===== config.mk =====
export PLATFORM = sky130hd
export DESIGN_NAME = sasp_top
export DESIGN_NICKNAME = d
export VERILOG_FILES = /design/src/rtl/sasp_pkg.sv /design/src/rtl/sasp_top.sv
export SDC_FILE = /design/constraint.sdc
export NUM_CORES = 2
export LEC_CHECK = 0
export BUFFER_PORTS_ARGS = -buffer_cell sky130_fd_sc_hd__buf_4
export CORE_AREA = 2 2 354 356
export DETAILED_ROUTE_END_ITERATION = 10
export DIE_AREA = 0 0 356 358
export PLACE_DENSITY = 0.69
export SETUP_SLACK_MARGIN = 0.4
export SYNTH_ARGS = -nofsm -noshare
export SYNTH_HDL_FRONTEND = slang
export SYNTH_SLANG_ARGS = --single-unit

===== constraint.sdc =====
create_clock -name CLK -period 36.7 [get_ports CLK]
set_clock_uncertainty 0.1 [all_clocks]
set_input_delay 5.505 -clock CLK [delete_from_list [all_inputs] [get_ports CLK]]
set_output_delay 5.505 -clock CLK [all_outputs]
set_load 0.02 [all_outputs]

===== src/rtl/sasp_pkg.sv =====
// Operation
// - control bit 8 reads channel in progress, 0 left 1 right, resets to 1
// - control bit 7 reads 1 while transmit FIFO is not empty
// - control bit 6 reads 1 while receive FIFO is enabled and not full
// - control bit 5 enables the transmit DMA request
// - control bit 4 enables the receive DMA request
// - control bit 3 idles transmit: transmission paused, select line frozen only when receive is idle or off too
// - control bit 2 idles receive: reception paused, select line frozen only when transmit is idle or off too
// - mode bit 8: 0 drives bit clock and select, 1 takes them in
// - mode bits 7:6 pick none, receive, transmit or both directions
// - mode bit 5: 0 low level is left, 1 high level is left
// - mode bit 4: 0 standard framing, 1 MSB-justified framing
// - mode bit 3: 0 eight-bit samples, 1 sixteen-bit samples
// - mode bit 2: master clock is 256 or 384 times sample rate
// - mode bits 1:0: bit clock 16, 32 or 48 times sample rate
// - prescaler A bits 9:5 divide source clock by value plus one, internally
// - prescaler B bits 4:0 divide source clock by value plus one, for codec
// - FIFO control bits 15 and 14 pick processor or DMA access
// - FIFO control bits 13 and 12 enable transmit and receive FIFO
// - FIFO control bits 11:6 read transmit FIFO fill count
// - FIFO control bits 5:0 read receive FIFO fill count
// - both FIFOs are 16 bits wide and 32 entries deep
// - one entry port: writes feed transmit FIFO, reads drain receive FIFO
// - in DMA access the request follows that FIFO's ready flag
// - standard framing: select changes one bit before MSB, MSB first
// - justified framing: MSB appears in the period select changes
package sasp_pkg;
    localparam logic [31:0] ADDR_CTRL = 32'h5500_0000;
    localparam logic [31:0] ADDR_MODE = 32'h5500_0004;
    localparam logic [31:0] ADDR_PSR = 32'h5500_0008;
    localparam logic [31:0] ADDR_FCON = 32'h5500_000c;
    localparam logic [31:0] ADDR_ENTRY = 32'h5500_0010;
    // control fields
    localparam int CTL_CH = 8;
    localparam int CTL_TXRDY = 7;
    localparam int CTL_RXRDY = 6;
    localparam int CTL_TXDMA = 5;
    localparam int CTL_RXDMA = 4;
    localparam int CTL_TXIDLE = 3;
    localparam int CTL_RXIDLE = 2;
    localparam int CTL_PSEN = 1;
    localparam int CTL_EN = 0;
    // mode fields
    localparam int MOD_SLAVE = 8;
    localparam int MOD_TXDIR = 7;
    localparam int MOD_RXDIR = 6;
    localparam int MOD_LPOL = 5;
    localparam int MOD_FMT = 4;
    localparam int MOD_W16 = 3;
    localparam int MOD_384 = 2;
    localparam int MOD_BFS_HI = 1;
    localparam int MOD_BFS_LO = 0;
    // prescaler fields
    localparam int PSR_A_HI = 9;
    localparam int PSR_A_LO = 5;
    localparam int PSR_B_HI = 4;
    localparam int PSR_B_LO = 0;
    // fifo control fields
    localparam int FCON_TXDMA = 15;
    localparam int FCON_RXDMA = 14;
    localparam int FCON_TXEN = 13;
    localparam int FCON_RXEN = 12;
    localparam int FCON_CTRL_LO = 12;
    localparam int FCON_TXCNT_LO = 6;
    localparam int FCON_RXCNT_LO = 0;
    // reset values
    localparam logic [8:0] CTL_RST = 9'h100;
    localparam logic [8:0] MOD_RST = 9'h000;
    localparam logic [9:0] PSR_RST = 10'h000;
    localparam logic [3:0] FCON_RST = 4'h0;
    // fifo shape
    localparam int FIFO_W = 16;
    localparam int FIFO_D = 32;
    // half bit periods in master clock ticks, per master ratio and bit clock ratio
    localparam logic [7:0] HALF_256_16 = 8'h08;
    localparam logic [7:0] HALF_256_32 = 8'h04;
    localparam logic [7:0] HALF_256_48 = 8'h02;
    localparam logic [7:0] HALF_384_16 = 8'h0c;
    localparam logic [7:0] HALF_384_32 = 8'h06;
    localparam logic [7:0] HALF_384_48 = 8'h04;
    // bit clocks per channel slot
    localparam logic [4:0] BPC_16FS = 5'h08;
    localparam logic [4:0] BPC_32FS = 5'h10;
    localparam logic [4:0] BPC_48FS = 5'h18;
endpackage : sasp_pkg


===== src/rtl/sasp_top.sv =====
`timescale 1ns/1ps
// sample buffer, one per direction
module sasp_fifo #(
    parameter int W = 16,
    parameter int D = 32,
    parameter int CW = 6
) (
    input wire logic clk,
    input wire logic rst,
    input wire logic clr,
    input wire logic in_valid,
    output logic in_ready,
    input wire logic [W-1:0] in_data,
    output logic out_valid,
    input wire logic out_ready,
    output logic [W-1:0] out_data,
    output logic [CW-1:0] count
);
    localparam int AW = $clog2(D);
    if ((1 << AW) != D || CW <= AW)
        $error("fifo depth must be a power of two that the count can hold");
    typedef struct packed {
        logic [D-1:0][W-1:0] mem;
        logic [AW-1:0] wp;
        logic [AW-1:0] rp;
        logic [CW-1:0] cnt;
    } sasp_fifo_st_t;
    sasp_fifo_st_t s;
    sasp_fifo_st_t n;
    logic push;
    logic pop;

    // pointers wrap naturally since depth is a power of two
    always_comb
    begin
        n = s;
        push = in_valid && in_ready;
        pop = out_valid && out_ready;
        if (clr)
        begin
            n.wp = '0;
            n.rp = '0;
            n.cnt = '0;
        end
        else
        begin
            if (push)
            begin
                n.mem[s.wp] = in_data;
                n.wp = s.wp + AW'(1);
            end
            if (pop)
                n.rp = s.rp + AW'(1);
            if (push && !pop)
                n.cnt = s.cnt + CW'(1);
            else if (!push && pop)
                n.cnt = s.cnt - CW'(1);
        end
    end

    always_ff @(posedge clk or posedge rst)
    begin
        if (rst)
            s <= '0;
        else
            s <= n;
    end

    // a disabled fifo neither accepts nor offers data
    assign in_ready = !clr && (s.cnt != CW'(D));
    assign out_valid = !clr && (s.cnt != '0);
    assign out_data = s.mem[s.rp];
    assign count = s.cnt;
endmodule : sasp_fifo

module sasp_top #(
    parameter int FIFO_WIDTH = sasp_pkg::FIFO_W,
    parameter int FIFO_DEPTH = sasp_pkg::FIFO_D
) (
    input wire logic CLK,
    input wire logic RST,
    input wire logic [31:0] REG_ADDR,
    input wire logic REG_WR,
    input wire logic REG_RD,
    input wire logic [15:0] REG_WDATA,
    output logic [15:0] REG_RDATA,
    input wire logic SERIAL_BIT_CLOCK_I,
    output logic SERIAL_BIT_CLOCK_O,
    output logic SERIAL_BIT_CLOCK_OE_N,
    input wire logic LEFT_RIGHT_SELECT_I,
    output logic LEFT_RIGHT_SELECT_O,
    output logic LEFT_RIGHT_SELECT_OE_N,
    input wire logic SERIAL_DATA_IN,
    output logic SERIAL_DATA_OUT,
    output logic CODEC_MASTER_CLOCK,
    output logic TX_DMA_REQ,
    output logic RX_DMA_REQ
);
    // count fields are six bits and the entry port is one halfword
    if (FIFO_WIDTH != 16 || FIFO_DEPTH > 32 || FIFO_DEPTH < 2)
        $error("fifo must be 16 bits wide and at most 32 deep");

    typedef struct packed {
        logic [5:0] ctl;
        logic ch;
        logic [8:0] mode;
        logic [9:0] psr;
        logic [3:0] fcon;
        logic [15:0] rdata;
        logic [4:0] pa;
        logic [4:0] pb;
        logic cmclk;
        logic [7:0] hdiv;
        logic sclk;
        logic [4:0] bcnt;
        logic sclk_q;
        logic [4:0] pos;
        logic [15:0] tx_sh;
        logic [15:0] rx_sh;
        logic rx_act;
        logic pend;
        logic sdo;
    } sasp_state_t;
    sasp_state_t s;
    sasp_state_t n;

    logic hit_ctl;
    logic hit_mode;
    logic hit_psr;
    logic hit_fcon;
    logic hit_entry;
    logic slave;
    logic tx_run;
    logic rx_run;
    logic mtick;
    logic rise;
    logic fall;
    logic bound;
    logic newch;
    logic tx_pop;
    logic rx_in_valid;
    logic tx_in_ready;
    logic rx_in_ready;
    logic tx_vld;
    logic rx_vld;
    logic [15:0] tx_data;
    logic [15:0] rx_data;
    logic [5:0] tx_cnt;
    logic [5:0] rx_cnt;
    logic [7:0] half;
    logic [4:0] bpc;
    logic [4:0] dly;
    logic [4:0] wid;
    logic wstart;
    logic [3:0] idx;

    assign hit_ctl = REG_ADDR == sasp_pkg::ADDR_CTRL;
    assign hit_mode = REG_ADDR == sasp_pkg::ADDR_MODE;
    assign hit_psr = REG_ADDR == sasp_pkg::ADDR_PSR;
    assign hit_fcon = REG_ADDR == sasp_pkg::ADDR_FCON;
    assign hit_entry = REG_ADDR == sasp_pkg::ADDR_ENTRY;

    // transmit buffer: processor or DMA writes, serialiser drains
    sasp_fifo #(.W(FIFO_WIDTH), .D(FIFO_DEPTH), .CW(6)) u_tx_fifo (
        .clk(CLK),
        .rst(RST),
        .clr(!s.fcon[sasp_pkg::FCON_TXEN - sasp_pkg::FCON_CTRL_LO]),
        .in_valid(REG_WR && hit_entry),
        .in_ready(tx_in_ready),
        .in_data(REG_WDATA),
        .out_valid(tx_vld),
        .out_ready(tx_pop),
        .out_data(tx_data),
        .count(tx_cnt)
    );

    // receive buffer: deserialiser fills, entry port reads drain
    sasp_fifo #(.W(FIFO_WIDTH), .D(FIFO_DEPTH), .CW(6)) u_rx_fifo (
        .clk(CLK),
        .rst(RST),
        .clr(!s.fcon[sasp_pkg::FCON_RXEN - sasp_pkg::FCON_CTRL_LO]),
        .in_valid(rx_in_valid),
        .in_ready(rx_in_ready),
        .in_data(s.rx_sh),
        .out_valid(rx_vld),
        .out_ready(REG_RD && hit_entry),
        .out_data(rx_data),
        .count(rx_cnt)
    );

    // register port, clock dividers, channel machine and shifters
    always_comb
    begin
        n = s;
        slave = s.mode[sasp_pkg::MOD_SLAVE];
        tx_run = s.ctl[sasp_pkg::CTL_EN] && s.mode[sasp_pkg::MOD_TXDIR] && !s.ctl[sasp_pkg::CTL_TXIDLE];
        rx_run = s.ctl[sasp_pkg::CTL_EN] && s.mode[sasp_pkg::MOD_RXDIR] && !s.ctl[sasp_pkg::CTL_RXIDLE];
        mtick = 1'b0;
        rise = 1'b0;
        fall = 1'b0;
        bound = 1'b0;
        newch = s.ch;
        tx_pop = 1'b0;
        rx_in_valid = 1'b0;
        dly = s.mode[sasp_pkg::MOD_FMT] ? 5'h00 : 5'h01;
        wid = s.mode[sasp_pkg::MOD_W16] ? 5'h10 : 5'h08;
        wstart = 1'b0;
        idx = 4'h0;
        // ratio table; code 11 of the bit clock field falls back to 32fs
        unique case ({s.mode[sasp_pkg::MOD_384], s.mode[sasp_pkg::MOD_BFS_HI:sasp_pkg::MOD_BFS_LO]})
            3'b000: half = sasp_pkg::HALF_256_16;
            3'b010: half = sasp_pkg::HALF_256_48;
            3'b100: half = sasp_pkg::HALF_384_16;
            3'b101: half = sasp_pkg::HALF_384_32;
            3'b110: half = sasp_pkg::HALF_384_48;
            3'b111: half = sasp_pkg::HALF_384_32;
            default: half = sasp_pkg::HALF_256_32;
        endcase
        unique case (s.mode[sasp_pkg::MOD_BFS_HI:sasp_pkg::MOD_BFS_LO])
            2'b00: bpc = sasp_pkg::BPC_16FS;
            2'b10: bpc = sasp_pkg::BPC_48FS;
            default: bpc = sasp_pkg::BPC_32FS;
        endcase

        // register writes; read-only fields are not stored
        if (REG_WR && hit_ctl)
            n.ctl = REG_WDATA[5:0];
        if (REG_WR && hit_mode)
            n.mode = REG_WDATA[8:0];
        if (REG_WR && hit_psr)
            n.psr = REG_WDATA[9:0];
        if (REG_WR && hit_fcon)
            n.fcon = REG_WDATA[15:12];

        // read data lands one cycle after the strobe
        if (REG_RD)
        begin
            if (hit_ctl)
                n.rdata = {7'h00, s.ch, tx_vld, rx_in_ready, s.ctl};
            else if (hit_mode)
                n.rdata = {7'h00, s.mode};
            else if (hit_psr)
                n.rdata = {6'h00, s.psr};
            else if (hit_fcon)
                n.rdata = {s.fcon, tx_cnt, rx_cnt};
            else if (hit_entry)
                n.rdata = rx_vld ? rx_data : 16'h0000;
            else
                n.rdata = 16'h0000;
        end

        // prescalers; a divide by one cannot make a codec clock, it then sits high
        if (s.ctl[sasp_pkg::CTL_PSEN])
        begin
            if (s.pa == s.psr[sasp_pkg::PSR_A_HI:sasp_pkg::PSR_A_LO])
            begin
                n.pa = 5'h00;
                mtick = 1'b1;
            end
            else
                n.pa = s.pa + 5'h01;
            if (s.pb == s.psr[sasp_pkg::PSR_B_HI:sasp_pkg::PSR_B_LO])
                n.pb = 5'h00;
            else
                n.pb = s.pb + 5'h01;
            n.cmclk = n.pb <= (s.psr[sasp_pkg::PSR_B_HI:sasp_pkg::PSR_B_LO] >> 1);
        end
        else
        begin
            n.pa = 5'h00;
            n.pb = 5'h00;
            n.cmclk = 1'b0;
        end

        // master: bit clock and select come from the internal master clock
        n.sclk_q = SERIAL_BIT_CLOCK_I;
        if (!slave)
        begin
            if (mtick && (tx_run || rx_run))
            begin
                if (s.hdiv >= half - 8'h01)
                begin
                    n.hdiv = 8'h00;
                    n.sclk = !s.sclk;
                    rise = !s.sclk;
                    fall = s.sclk;
                end
                else
                    n.hdiv = s.hdiv + 8'h01;
            end
            if (fall)
            begin
                if (s.bcnt >= bpc - 5'h01)
                begin
                    n.bcnt = 5'h00;
                    newch = !s.ch;
                    bound = 1'b1;
                end
                else
                    n.bcnt = s.bcnt + 5'h01;
            end
        end
        else if (tx_run || rx_run)
        begin
            // slave: select is taken on the leading edge of the bit clock
            rise = SERIAL_BIT_CLOCK_I && !s.sclk_q;
            fall = !SERIAL_BIT_CLOCK_I && s.sclk_q;
            if (rise)
            begin
                newch = LEFT_RIGHT_SELECT_I ^ s.mode[sasp_pkg::MOD_LPOL];
                bound = newch != s.ch;
            end
        end

        // channel boundary; in standard framing the old word still owes its last bit
        if (bound)
        begin
            n.ch = newch;
            n.pend = 1'b1;
        end

        // word start: hand over the finished word, load the next one
        wstart = (bound && dly == 5'h00) || (fall && !bound && s.pend);
        if (wstart)
        begin
            n.pend = 1'b0;
            n.pos = 5'h00;
            rx_in_valid = s.rx_act; // a full fifo drops the word, flag shows it
            n.rx_sh = 16'h0000;
            n.rx_act = rx_run;
            tx_pop = tx_run;
            n.tx_sh = (tx_run && tx_vld) ? tx_data : 16'h0000; // underrun sends silence
        end
        else if (fall && s.pos != 5'h1f)
            n.pos = s.pos + 5'h01;

        // bit position counts from the MSB slot, saturating past the word
        idx = 4'(wid - 5'h01 - n.pos);
        if (rise && n.rx_act && n.pos < wid)
            n.rx_sh[idx] = SERIAL_DATA_IN;
        if (fall || wstart)
            n.sdo = tx_run && n.pos < wid && n.tx_sh[idx];
    end

    always_ff @(posedge CLK or posedge RST)
    begin
        if (RST)
        begin
            s <= '0;
            s.ctl <= sasp_pkg::CTL_RST[5:0];
            s.ch <= sasp_pkg::CTL_RST[sasp_pkg::CTL_CH];
            s.mode <= sasp_pkg::MOD_RST;
            s.psr <= sasp_pkg::PSR_RST;
            s.fcon <= sasp_pkg::FCON_RST;
        end
        else
            s <= n;
    end

    // pins; enables are low while this end drives
    assign SERIAL_BIT_CLOCK_O = s.sclk;
    assign SERIAL_BIT_CLOCK_OE_N = s.mode[sasp_pkg::MOD_SLAVE];
    assign LEFT_RIGHT_SELECT_O = s.ch ^ s.mode[sasp_pkg::MOD_LPOL];
    assign LEFT_RIGHT_SELECT_OE_N = s.mode[sasp_pkg::MOD_SLAVE];
    assign SERIAL_DATA_OUT = s.sdo;
    assign CODEC_MASTER_CLOCK = s.cmclk;
    assign REG_RDATA = s.rdata;
    // requests follow the ready flags, not edges, so DMA may over-run by one
    assign TX_DMA_REQ = s.ctl[sasp_pkg::CTL_TXDMA] && s.fcon[sasp_pkg::FCON_TXDMA - sasp_pkg::FCON_CTRL_LO]
        && tx_vld;
    assign RX_DMA_REQ = s.ctl[sasp_pkg::CTL_RXDMA] && s.fcon[sasp_pkg::FCON_RXDMA - sasp_pkg::FCON_CTRL_LO]
        && rx_in_ready;

    // checks on the register view and the link
    property p_chan_rd;
        @(posedge CLK) disable iff (RST)
        REG_RD && hit_ctl |=> REG_RDATA[sasp_pkg::CTL_CH] == $past(s.ch);
    endproperty
    a_chan_rd: assert property (p_chan_rd) else $error("channel index misread");

    property p_txrdy_rd;
        @(posedge CLK) disable iff (RST)
        REG_RD && hit_ctl |=> REG_RDATA[sasp_pkg::CTL_TXRDY] == ($past(tx_cnt) != 6'h00);
    endproperty
    a_txrdy_rd: assert property (p_txrdy_rd) else $error("transmit ready flag wrong");

    property p_rxrdy_rd;
        @(posedge CLK) disable iff (RST)
        REG_RD && hit_ctl && s.fcon[0] |=> REG_RDATA[sasp_pkg::CTL_RXRDY] == ($past(rx_cnt) != 6'(FIFO_DEPTH));
    endproperty
    a_rxrdy_rd: assert property (p_rxrdy_rd) else $error("receive ready flag wrong");

    property p_txdreq_off;
        @(posedge CLK) disable iff (RST)
        !s.ctl[sasp_pkg::CTL_TXDMA] || tx_cnt == 6'h00 |-> !TX_DMA_REQ;
    endproperty
    a_txdreq_off: assert property (p_txdreq_off) else $error("transmit request while gated");

    property p_rxdreq_off;
        @(posedge CLK) disable iff (RST)
        !s.ctl[sasp_pkg::CTL_RXDMA] |-> !RX_DMA_REQ;
    endproperty
    a_rxdreq_off: assert property (p_rxdreq_off) else $error("receive request while gated");

    property p_idle_hold;
        @(posedge CLK) disable iff (RST)
        s.ctl[sasp_pkg::CTL_TXIDLE] && (s.ctl[sasp_pkg::CTL_RXIDLE] || !s.mode[sasp_pkg::MOD_RXDIR]) && !REG_WR
        |=> $stable(LEFT_RIGHT_SELECT_O);
    endproperty
    a_idle_hold: assert property (p_idle_hold) else $error("select moved while idle");

    property p_master_oe;
        @(posedge CLK) disable iff (RST)
        !s.mode[sasp_pkg::MOD_SLAVE] |-> !SERIAL_BIT_CLOCK_OE_N && !LEFT_RIGHT_SELECT_OE_N;
    endproperty
    a_master_oe: assert property (p_master_oe) else $error("master not driving clocks");

    property p_no_dir;
        @(posedge CLK) disable iff (RST)
        s.mode[7:6] == 2'b00 |-> !tx_pop;
    endproperty
    a_no_dir: assert property (p_no_dir) else $error("transmit pop with no direction");

    property p_fill_rd;
        @(posedge CLK) disable iff (RST)
        REG_RD && hit_fcon |=> REG_RDATA[11:6] == $past(tx_cnt) && REG_RDATA[5:0] == $past(rx_cnt);
    endproperty
    a_fill_rd: assert property (p_fill_rd) else $error("fill count misread");

    property p_entry_wr;
        @(posedge CLK) disable iff (RST)
        REG_WR && hit_entry && tx_in_ready && !(tx_pop && tx_vld) |=> tx_cnt == $past(tx_cnt) + 6'h01;
    endproperty
    a_entry_wr: assert property (p_entry_wr) else $error("entry write not stored");

    property p_bound_pos;
        @(posedge CLK) disable iff (RST)
        bound |=> s.ch == $past(newch) && (s.pend || s.pos == 5'h00);
    endproperty
    a_bound_pos: assert property (p_bound_pos) else $error("word boundary not taken");

    c_bound: cover property (@(posedge CLK) disable iff (RST) bound && !slave);
    c_rx_push: cover property (@(posedge CLK) disable iff (RST) rx_in_valid && rx_in_ready);
    c_tx_pop: cover property (@(posedge CLK) disable iff (RST) tx_pop && tx_vld);
    c_slave: cover property (@(posedge CLK) disable iff (RST) bound && slave);
endmodule : sasp_top


== Word level (Yosys, flattened, before mapping) ==
Index checks and enable logic that the tools add are counted.
Cells by class
  add/subtract/negate cells: 17
  $lt $le $gt $ge: 12
  equal/unequal tests: 24
  muxes and demuxes: 70
  bitwise logic cells: 3
  reductions and logical operators: 70
Operators by type and width (number)
  $bwmux W512: 2
  $mux W16: 14
  $bmux W16 S5: 2
  $demux W16 S5: 2
  $eq A32 B31 Y1 const B: 5
  $mux W5: 11
  $logic_and A1 B1 Y1: 41
  $add A5 B1 Y5 const B: 8
  $mux W34: 1
  $mux W1: 27
  $lt A5 B6 Y1 const B: 4
  $mux W6: 4
  $bwmux W16: 1
  $pmux W4 S4: 1
  $add A6 B1 Y6 const B: 2
  $ne A2 B1 Y1 const B: 6
  $ne A6 B6 Y1 const B: 2
  $reduce_bool A6 Y1: 2
  $sub A6 B1 Y6 const B: 2
  $logic_not A1 Y1: 11
  $mux W11: 1
  $eq A5 B5 Y1: 2
  $ge A5 B1 Y1 const B: 2
  $pmux W5 S2: 1
  other kinds (31): 42
Word-level totals
  bits in registers: 1168
  bits of input ports: 55
  output and inout port bits: 24

== Logic depth before layout (Yosys ltp) ==
  depth in word-level cells: 22
  depth in mapped cells: 22

== Hierarchy ==
A second synthesis with hierarchy kept.
Second synthesis, totals
  cells, all modules: 4088
  area, all modules: 56050.0 um^2
Modules (own cells, without submodules)
  sasp_fifo (u_rx_fifo): times used 1, cells each 1728, area each 24952.7 um^2, seq. area each 13212.7 um^2
  sasp_fifo (u_tx_fifo): times used 1, cells each 1727, area each 24727.5 um^2, seq. area each 13212.7 um^2
  sasp_top: times used 1, cells each 633, area each 6369.9 um^2, seq. area each 2803.9 um^2

== Worst setup path before layout ==
No wires, ideal clock.
  path type: input to register
  from: input port LEFT_RIGHT_SELECT_I
  to: register u_tx_fifo.s (netlist bit u_tx_fifo.count[5])
  data arrival time: 8.269 ns
  slack: 28.209 ns
  stages: 17
  cell sequence: xor2_1 -> xnor2_1 -> nor2_1 -> a32oi_2 -> o21a_1 -> clkbuf_1 -> o21ai_0 -> ha_1 -> a21oi_1 -> nand2_1 -> a21o_1 -> a21o_1 -> nor2_1 -> nand2_1 -> nand3_1 -> o21ai_0 -> a32o_1
Between the ends
  word-level cells in the longest chain between the ends: 15
  elaborated cells on any way between the ends: 18
  classes of those cells: eq/ne (2); mux (6); bitwise (1); reduce/logical (9)
Ends and longest elaborated chain
  start: declaration: line sasp_top.sv:90  | input wire logic LEFT_RIGHT_SELECT_I,
  $xor A1 B1 Y1 *: line sasp_top.sv:310  | newch = LEFT_RIGHT_SELECT_I ^ s.mode[sasp_pkg::MOD_LPOL];
  $ne A1 B1 Y1 *: line sasp_top.sv:311  | bound = newch != s.ch;
  $mux W1 *: line sasp_top.sv:308  | if (rise)
  $mux W1 *: line sasp_top.sv:303  | else if (tx_run || rx_run)
  $mux W1 *: line sasp_top.sv:277  | if (!slave)
  $logic_not A1 Y1: line sasp_top.sv:323  | wstart = (bound && dly == 5'h00) || (fall && !bound && s.pend);
  $logic_and A1 B1 Y1 (2 in a row): line sasp_top.sv:323
  $logic_or A1 B1 Y1 *: line sasp_top.sv:323
  $mux W1 *: line sasp_top.sv:324  | if (wstart)
  $logic_and A1 B1 Y1 *: line sasp_top.sv:38  | pop = out_valid && out_ready;
  $logic_not A1 Y1: line sasp_top.sv:54  | if (push && !pop)
  $logic_and A1 B1 Y1: line sasp_top.sv:54
  $mux W6: line sasp_top.sv:54
  $mux W16: line sasp_top.sv:39  | if (clr)
  end signal: assignment: line sasp_top.sv:66  | s <= n;
  end: declaration: line sasp_top.sv:28  | sasp_fifo_st_t s;
Mark *: on every way between the ends. The rest lies on a longest branch, timed or not.
A chain may end at the register's enable or synchronous reset.

==> impl_summary.log <==
[metrics] run status: complete, no violations
[metrics] fraction of layout cells with a size suffix above 1: between 30% and 40%
[metrics] Clock power frac: between 40% and 50%
[metrics] per-cell via count in the routed design: 5.880
[metrics] total power: roughly 0.0025 W
[metrics] maximum ir drop on the vdd rail: roughly 37 uV
[metrics] Netlist Area Pre-Place: 55360 sq um
[metrics] highest clock rate: 100.1 MHz
[metrics] distinct cell type count of the synthesized netlist: 78
[metrics] sequential cell area: 29250 sq um
[metrics] area enclosed by the die boundary: 127400 sq um
[metrics] area delta synth->final: 9.690%
[metrics] TritonCTS clock tree: yes
[metrics] uppermost signal routing layer after detailed routing: met5
[metrics] peak per-stage delay on the critical path: 0.86 ns
[metrics] CP most frequent cell: sky130_fd_sc_hd__buf_4
[metrics] share of power burned in registers: 51.6%
[metrics] total met3 wirelength after detailed routing: 5321 microns
[metrics] total area of multi-input combinational cells: ~24000 sq um
[metrics] most area-consuming cells after synthesis: sky130_fd_sc_hd__dfrtp_1 53%, sky130_fd_sc_hd__mux2_2 14%, sky130_fd_sc_hd__mux4_2 9.2%
[metrics] detailed placer's ending HPWL: 81930 microns
[metrics] Area after DPL: 57000 sq um
[metrics] Net Sw Power: 0.0005399 W
[metrics] NumNets Final: between 3000 and 4000
[metrics] Detail Route met2 WL: about 64000 microns
[metrics] register bit total from synthesis: roughly 1200
[metrics] data arrival time of the worst path: 10.58 ns
[metrics] critical-path cell list: buf_4 > clkinvlp_4 > buf_12 > buf_12 > buf_4 > buf_4 > buf_4 > buf_4
[metrics] average footprint of a synthesized cell: 14.55 sq um
[metrics] # IOs: 79
[metrics] GRT Resource Usage Total: 21.17%
[metrics] Filler Cell Count: roughly 11000
[metrics] switching part of the total: 21.62%
[metrics] Max Slew Vio Count: 0
[metrics] number of sinks on the clock net: 1168
[metrics] pin count of the biggest net entering global routing: about 190
[metrics] Setup TNS: 0 ns
[metrics] RSZ-0062 raised after global routing: false
[metrics] Pwr per Cell Area: just over 40 nW/um^2
[metrics] transition time at the pin with the least slew margin: 1.287 ns
[metrics] length of routed wiring on met1: 60740 microns
[metrics] cts-stage hold buffer count: 0
[metrics] wire length of the first global-routing pass: 207300 microns
[metrics] total detailed-routing wirelength: 133400 microns
[metrics] largest area contributor in the netlist: sky130_fd_sc_hd__dfrtp_1
[metrics] post-route DRC violation count: 0
[metrics] setup slack of the worst register-to-register path: 31.21 ns
[metrics] final cycle utilization of the critical path: 27.22%
[metrics] buffer depth of the longest clock path: 3
[metrics] required time of the critical path: 37.29 ns
[metrics] number of violations reported at the end of detailed-routing iteration 0: ~2600
[metrics] kind of start point of the critical path: input pin
[metrics] global placer's final weighted congestion: 0.8248
[metrics] Clock Tree Root: sky130_fd_sc_hd__clkbuf_16
[metrics] sequential element share of the synthesized area: 52.80%
[metrics] type of the worst setup path: in -> async
[metrics] top-count cell post-synth: sky130_fd_sc_hd__dfrtp_1
[metrics] post-synthesis instance total: 3805
[metrics] Inserted Clock Buffers: 116
[metrics] Clock Latency Late Sink: about 0.7 ns
[metrics] type of the worst min-delay path: reg -> reg
[metrics] final count of hold timing violations: 0
[metrics] slowest library cell on the worst path: sky130_fd_sc_hd__buf_4
[metrics] number of buffers inserted by port buffering: 78
[metrics] Site Rows: 129
[metrics] core footprint: approximately 120000 sq um
[metrics] worst-case headroom to the max-slew limit: 14.20%
[metrics] list of most frequent post-synthesis cells: 1167 x sky130_fd_sc_hd__dfrtp_1, 685 x sky130_fd_sc_hd__mux2_2, 412 x sky130_fd_sc_hd__mux2_1, 225 x sky130_fd_sc_hd__mux4_2, 203 x sky130_fd_sc_hd__clkbuf_1
[metrics] antenna violations before repair: 4
[metrics] routed len/inst: 24.35 microns
[metrics] vias post-DR: 32218
[metrics] Overflow after GRT: 0
[metrics] Final setup violation count: 0
[metrics] remaining number of nets flagged by the antenna check after routing: 0
[metrics] Leak: about 29 nW
[metrics] count of synthesis-stage warnings from yosys: 0
[metrics] number of max-cap violations: 0
[metrics] number of gates given a new drive strength after cts: 0
[metrics] combinational share of power: 1.9%
[metrics] cell-internal power: 0.001957 W
[metrics] effective utilization at floorplan: about 45%
[metrics] number of H-tree levels: 3
[metrics] number of synthesized flops with an enable pin: 0
[metrics] cell type group with the largest total delay on the critical path: buffers and inverters
[metrics] number of buffers and inverters on the critical path: 8
[metrics] sort of element at the end of the critical path: asynchronous set/reset pin
[metrics] share of Yosys cell area claimed by the top area cell type: 52.75%
[metrics] clock-pin transition on the worst setup and hold timing paths: 0.06 ns
[metrics] Most used DFF post-synth: sky130_fd_sc_hd__dfrtp_1
[metrics] Die Ht: 358 microns
[metrics] Design Area, Final: just over 60000 sq um
[metrics] horizontal die dimension: 356 microns
[metrics] count of TritonRoute iterations in the first routing pass: 5
[metrics] largest fanout on the critical path: 184
[metrics] shortest period the worst path allows: 9.990 ns
[metrics] via count of the first global-routing pass: 33099
[metrics] share of synthesized registers carrying an async set or reset: 100.0%
[metrics] setup repair bufs after CTS: 0
==> path summary, 6_finish.rpt <==
check	startpoint	end	cells after the start
min in group asynchronous	RST	s[53]$_DFFE_PP0P_	3
max in group CLK	LEFT_RIGHT_SELECT_I	u_tx_fifo.count[5]$_DFFE_PP0P_	18
setup / recovery	RST	u_tx_fifo.s[391]$_DFFE_PP0P_	8
setup reg to reg	s[96]$_DFFE_PP0P_	u_tx_fifo.count[5]$_DFFE_PP0P_	22
hold reg to reg	s[28]$_DFF_PP0_	s[28]$_DFF_PP0_	2
hold / removal	s[28]$_DFF_PP0_	s[28]$_DFF_PP0_	2
==> sequential cells by signal, indices dropped and copies added, names as in the netlist <==
signal,cells
CODEC_MASTER_CLOCK,1
LEFT_RIGHT_SELECT_OE_N,1
REG_RDATA,16
SERIAL_BIT_CLOCK_O,1
SERIAL_DATA_OUT,1
s,92
u_rx_fifo.count,6
u_rx_fifo.s,522
u_tx_fifo.count,6
u_tx_fifo.s,522
==> routing by layer <==
layer	track usage [%]	vias to the layer above
li1	-	13981
met3	2.555	201
met4	6.498	2
met5	0	-
met1	30.07	17392
met2	34.21	642
==> cells in the final DEF, fill, tap and decap left out, drive strengths merged, types with 9 or more instances in the layout <==
cell / netlist / final
buf: 112 / 138
xor2: 24 / 24
a22oi: 25 / 25
clkinv: 2 / 24
nand2b: 16 / 16
mux2i: 118 / 118
a21oi: 82 / 82
nand3: 31 / 31
mux4: 225 / 225
a211oi: 15 / 15
o21a: 11 / 11
and3: 13 / 13
and2: 9 / 9
inv: 38 / 41
clkbuf: 203 / 184
mux2: 1097 / 1097
nor2b: 9 / 9
nor3: 17 / 17
xnor2: 20 / 20
or3: 10 / 10
ha: 43 / 43
dfrtp: 1167 / 1167
o22ai: 26 / 26
nand2: 132 / 132
nor2: 104 / 104
a21o: 9 / 9
o221ai: 30 / 30
o21ai: 72 / 72
o2111ai: 10 / 10
o31ai: 27 / 27
nand4: 11 / 11
==> cell families (layout without fill, tap and decap cells) <==
| group | count (synthesis) | after routing | synth area share, % |
|---|---|---|---|
| adder cells (fa/ha/maj) | 45 | 45 | 1.044 |
| AND/OR/NAND/NOR | 393 | 393 | 4.441 |
| AO/OA/AOI/OAI | 359 | 359 | 4.356 |
| buffers and inverters | 355 | 390 | 3.051 |
| XOR/XNOR | 44 | 44 | 0.6962 |
| flip-flops | 1168 | 1168 | 52.80 |
| multiplexers | 1440 | 1440 | 33.60 |
| other | 1 | 3 | 0.006774 |
==> power groups by stage <==
stage | Clock, W | Sequential (W) | Combinational (W)
2_1_floorplan | 0 | 0.00132 | 0.0000294
5_1_grt | 0.00124 | 0.00129 | 0.0000555
3_5_place_dp | 0 | 0.00131 | 0.0000501
6_report | 0.00116 | 0.00129 | 0.0000482
4_1_cts | 0.00118 | 0.00129 | 0.0000501
3_3_place_gp | 0 | 0.00131 | 0.0000498
==> cell type report <==
cell class                      count  share of cell area (%)
Timing Repair Buffer              138                   1.768
Clock buffer                      184                   5.798
Tap cell                         1637                   3.373
Clock inverter                     28                  0.3256
Sequential cell                  1168                   48.17
Antenna cell                        1                0.004121
Inverter                           40                  0.2535
Multi-Input combinational cell   2283                   40.31
==> per-stage QoR <==
stage | hold WS [ns] | utilization (%) | std cells | worst slack (ns)
after floorplan | 0.3468 | - | 3806 | 14.97
after global placement | 0.3608 | 46.22 | 5266 | 25.68
after detailed placement | 0.3686 | 46.22 | 5266 | 25.69
after CTS | 0.3819 | 49.24 | 5478 | 26.43
after global routing | 0.3895 | 49.24 | 5478 | 25.69
final | 0.3764 | 49.24 | 5479 | 26.71
==> worst register-to-register path, cell delays in order, from the launching register on <==
cell	delay, ns
sky130_fd_sc_hd__dfrtp_1	0.44
sky130_fd_sc_hd__nor2_1	0.16
sky130_fd_sc_hd__a21boi_0	0.13
sky130_fd_sc_hd__ha_1	0.23
sky130_fd_sc_hd__ha_1	0.29
sky130_fd_sc_hd__ha_1	0.29
sky130_fd_sc_hd__a211oi_1	0.21
sky130_fd_sc_hd__o21ai_1	0.11
sky130_fd_sc_hd__a221o_2	0.50
sky130_fd_sc_hd__a32oi_2	0.33
sky130_fd_sc_hd__o21a_2	0.19
sky130_fd_sc_hd__buf_4	0.42
sky130_fd_sc_hd__o21ai_0	0.39
sky130_fd_sc_hd__ha_1	0.44
sky130_fd_sc_hd__a21oi_1	0.15
sky130_fd_sc_hd__nand2_1	0.10
sky130_fd_sc_hd__a21o_1	0.18
sky130_fd_sc_hd__a21o_1	0.18
sky130_fd_sc_hd__nor2_1	0.08
sky130_fd_sc_hd__nand2_1	0.08
sky130_fd_sc_hd__nand3_1	0.08
sky130_fd_sc_hd__o21ai_0	0.08
sky130_fd_sc_hd__a32o_1	0.21
No activity file was read; power rests on OpenSTA's default activity.
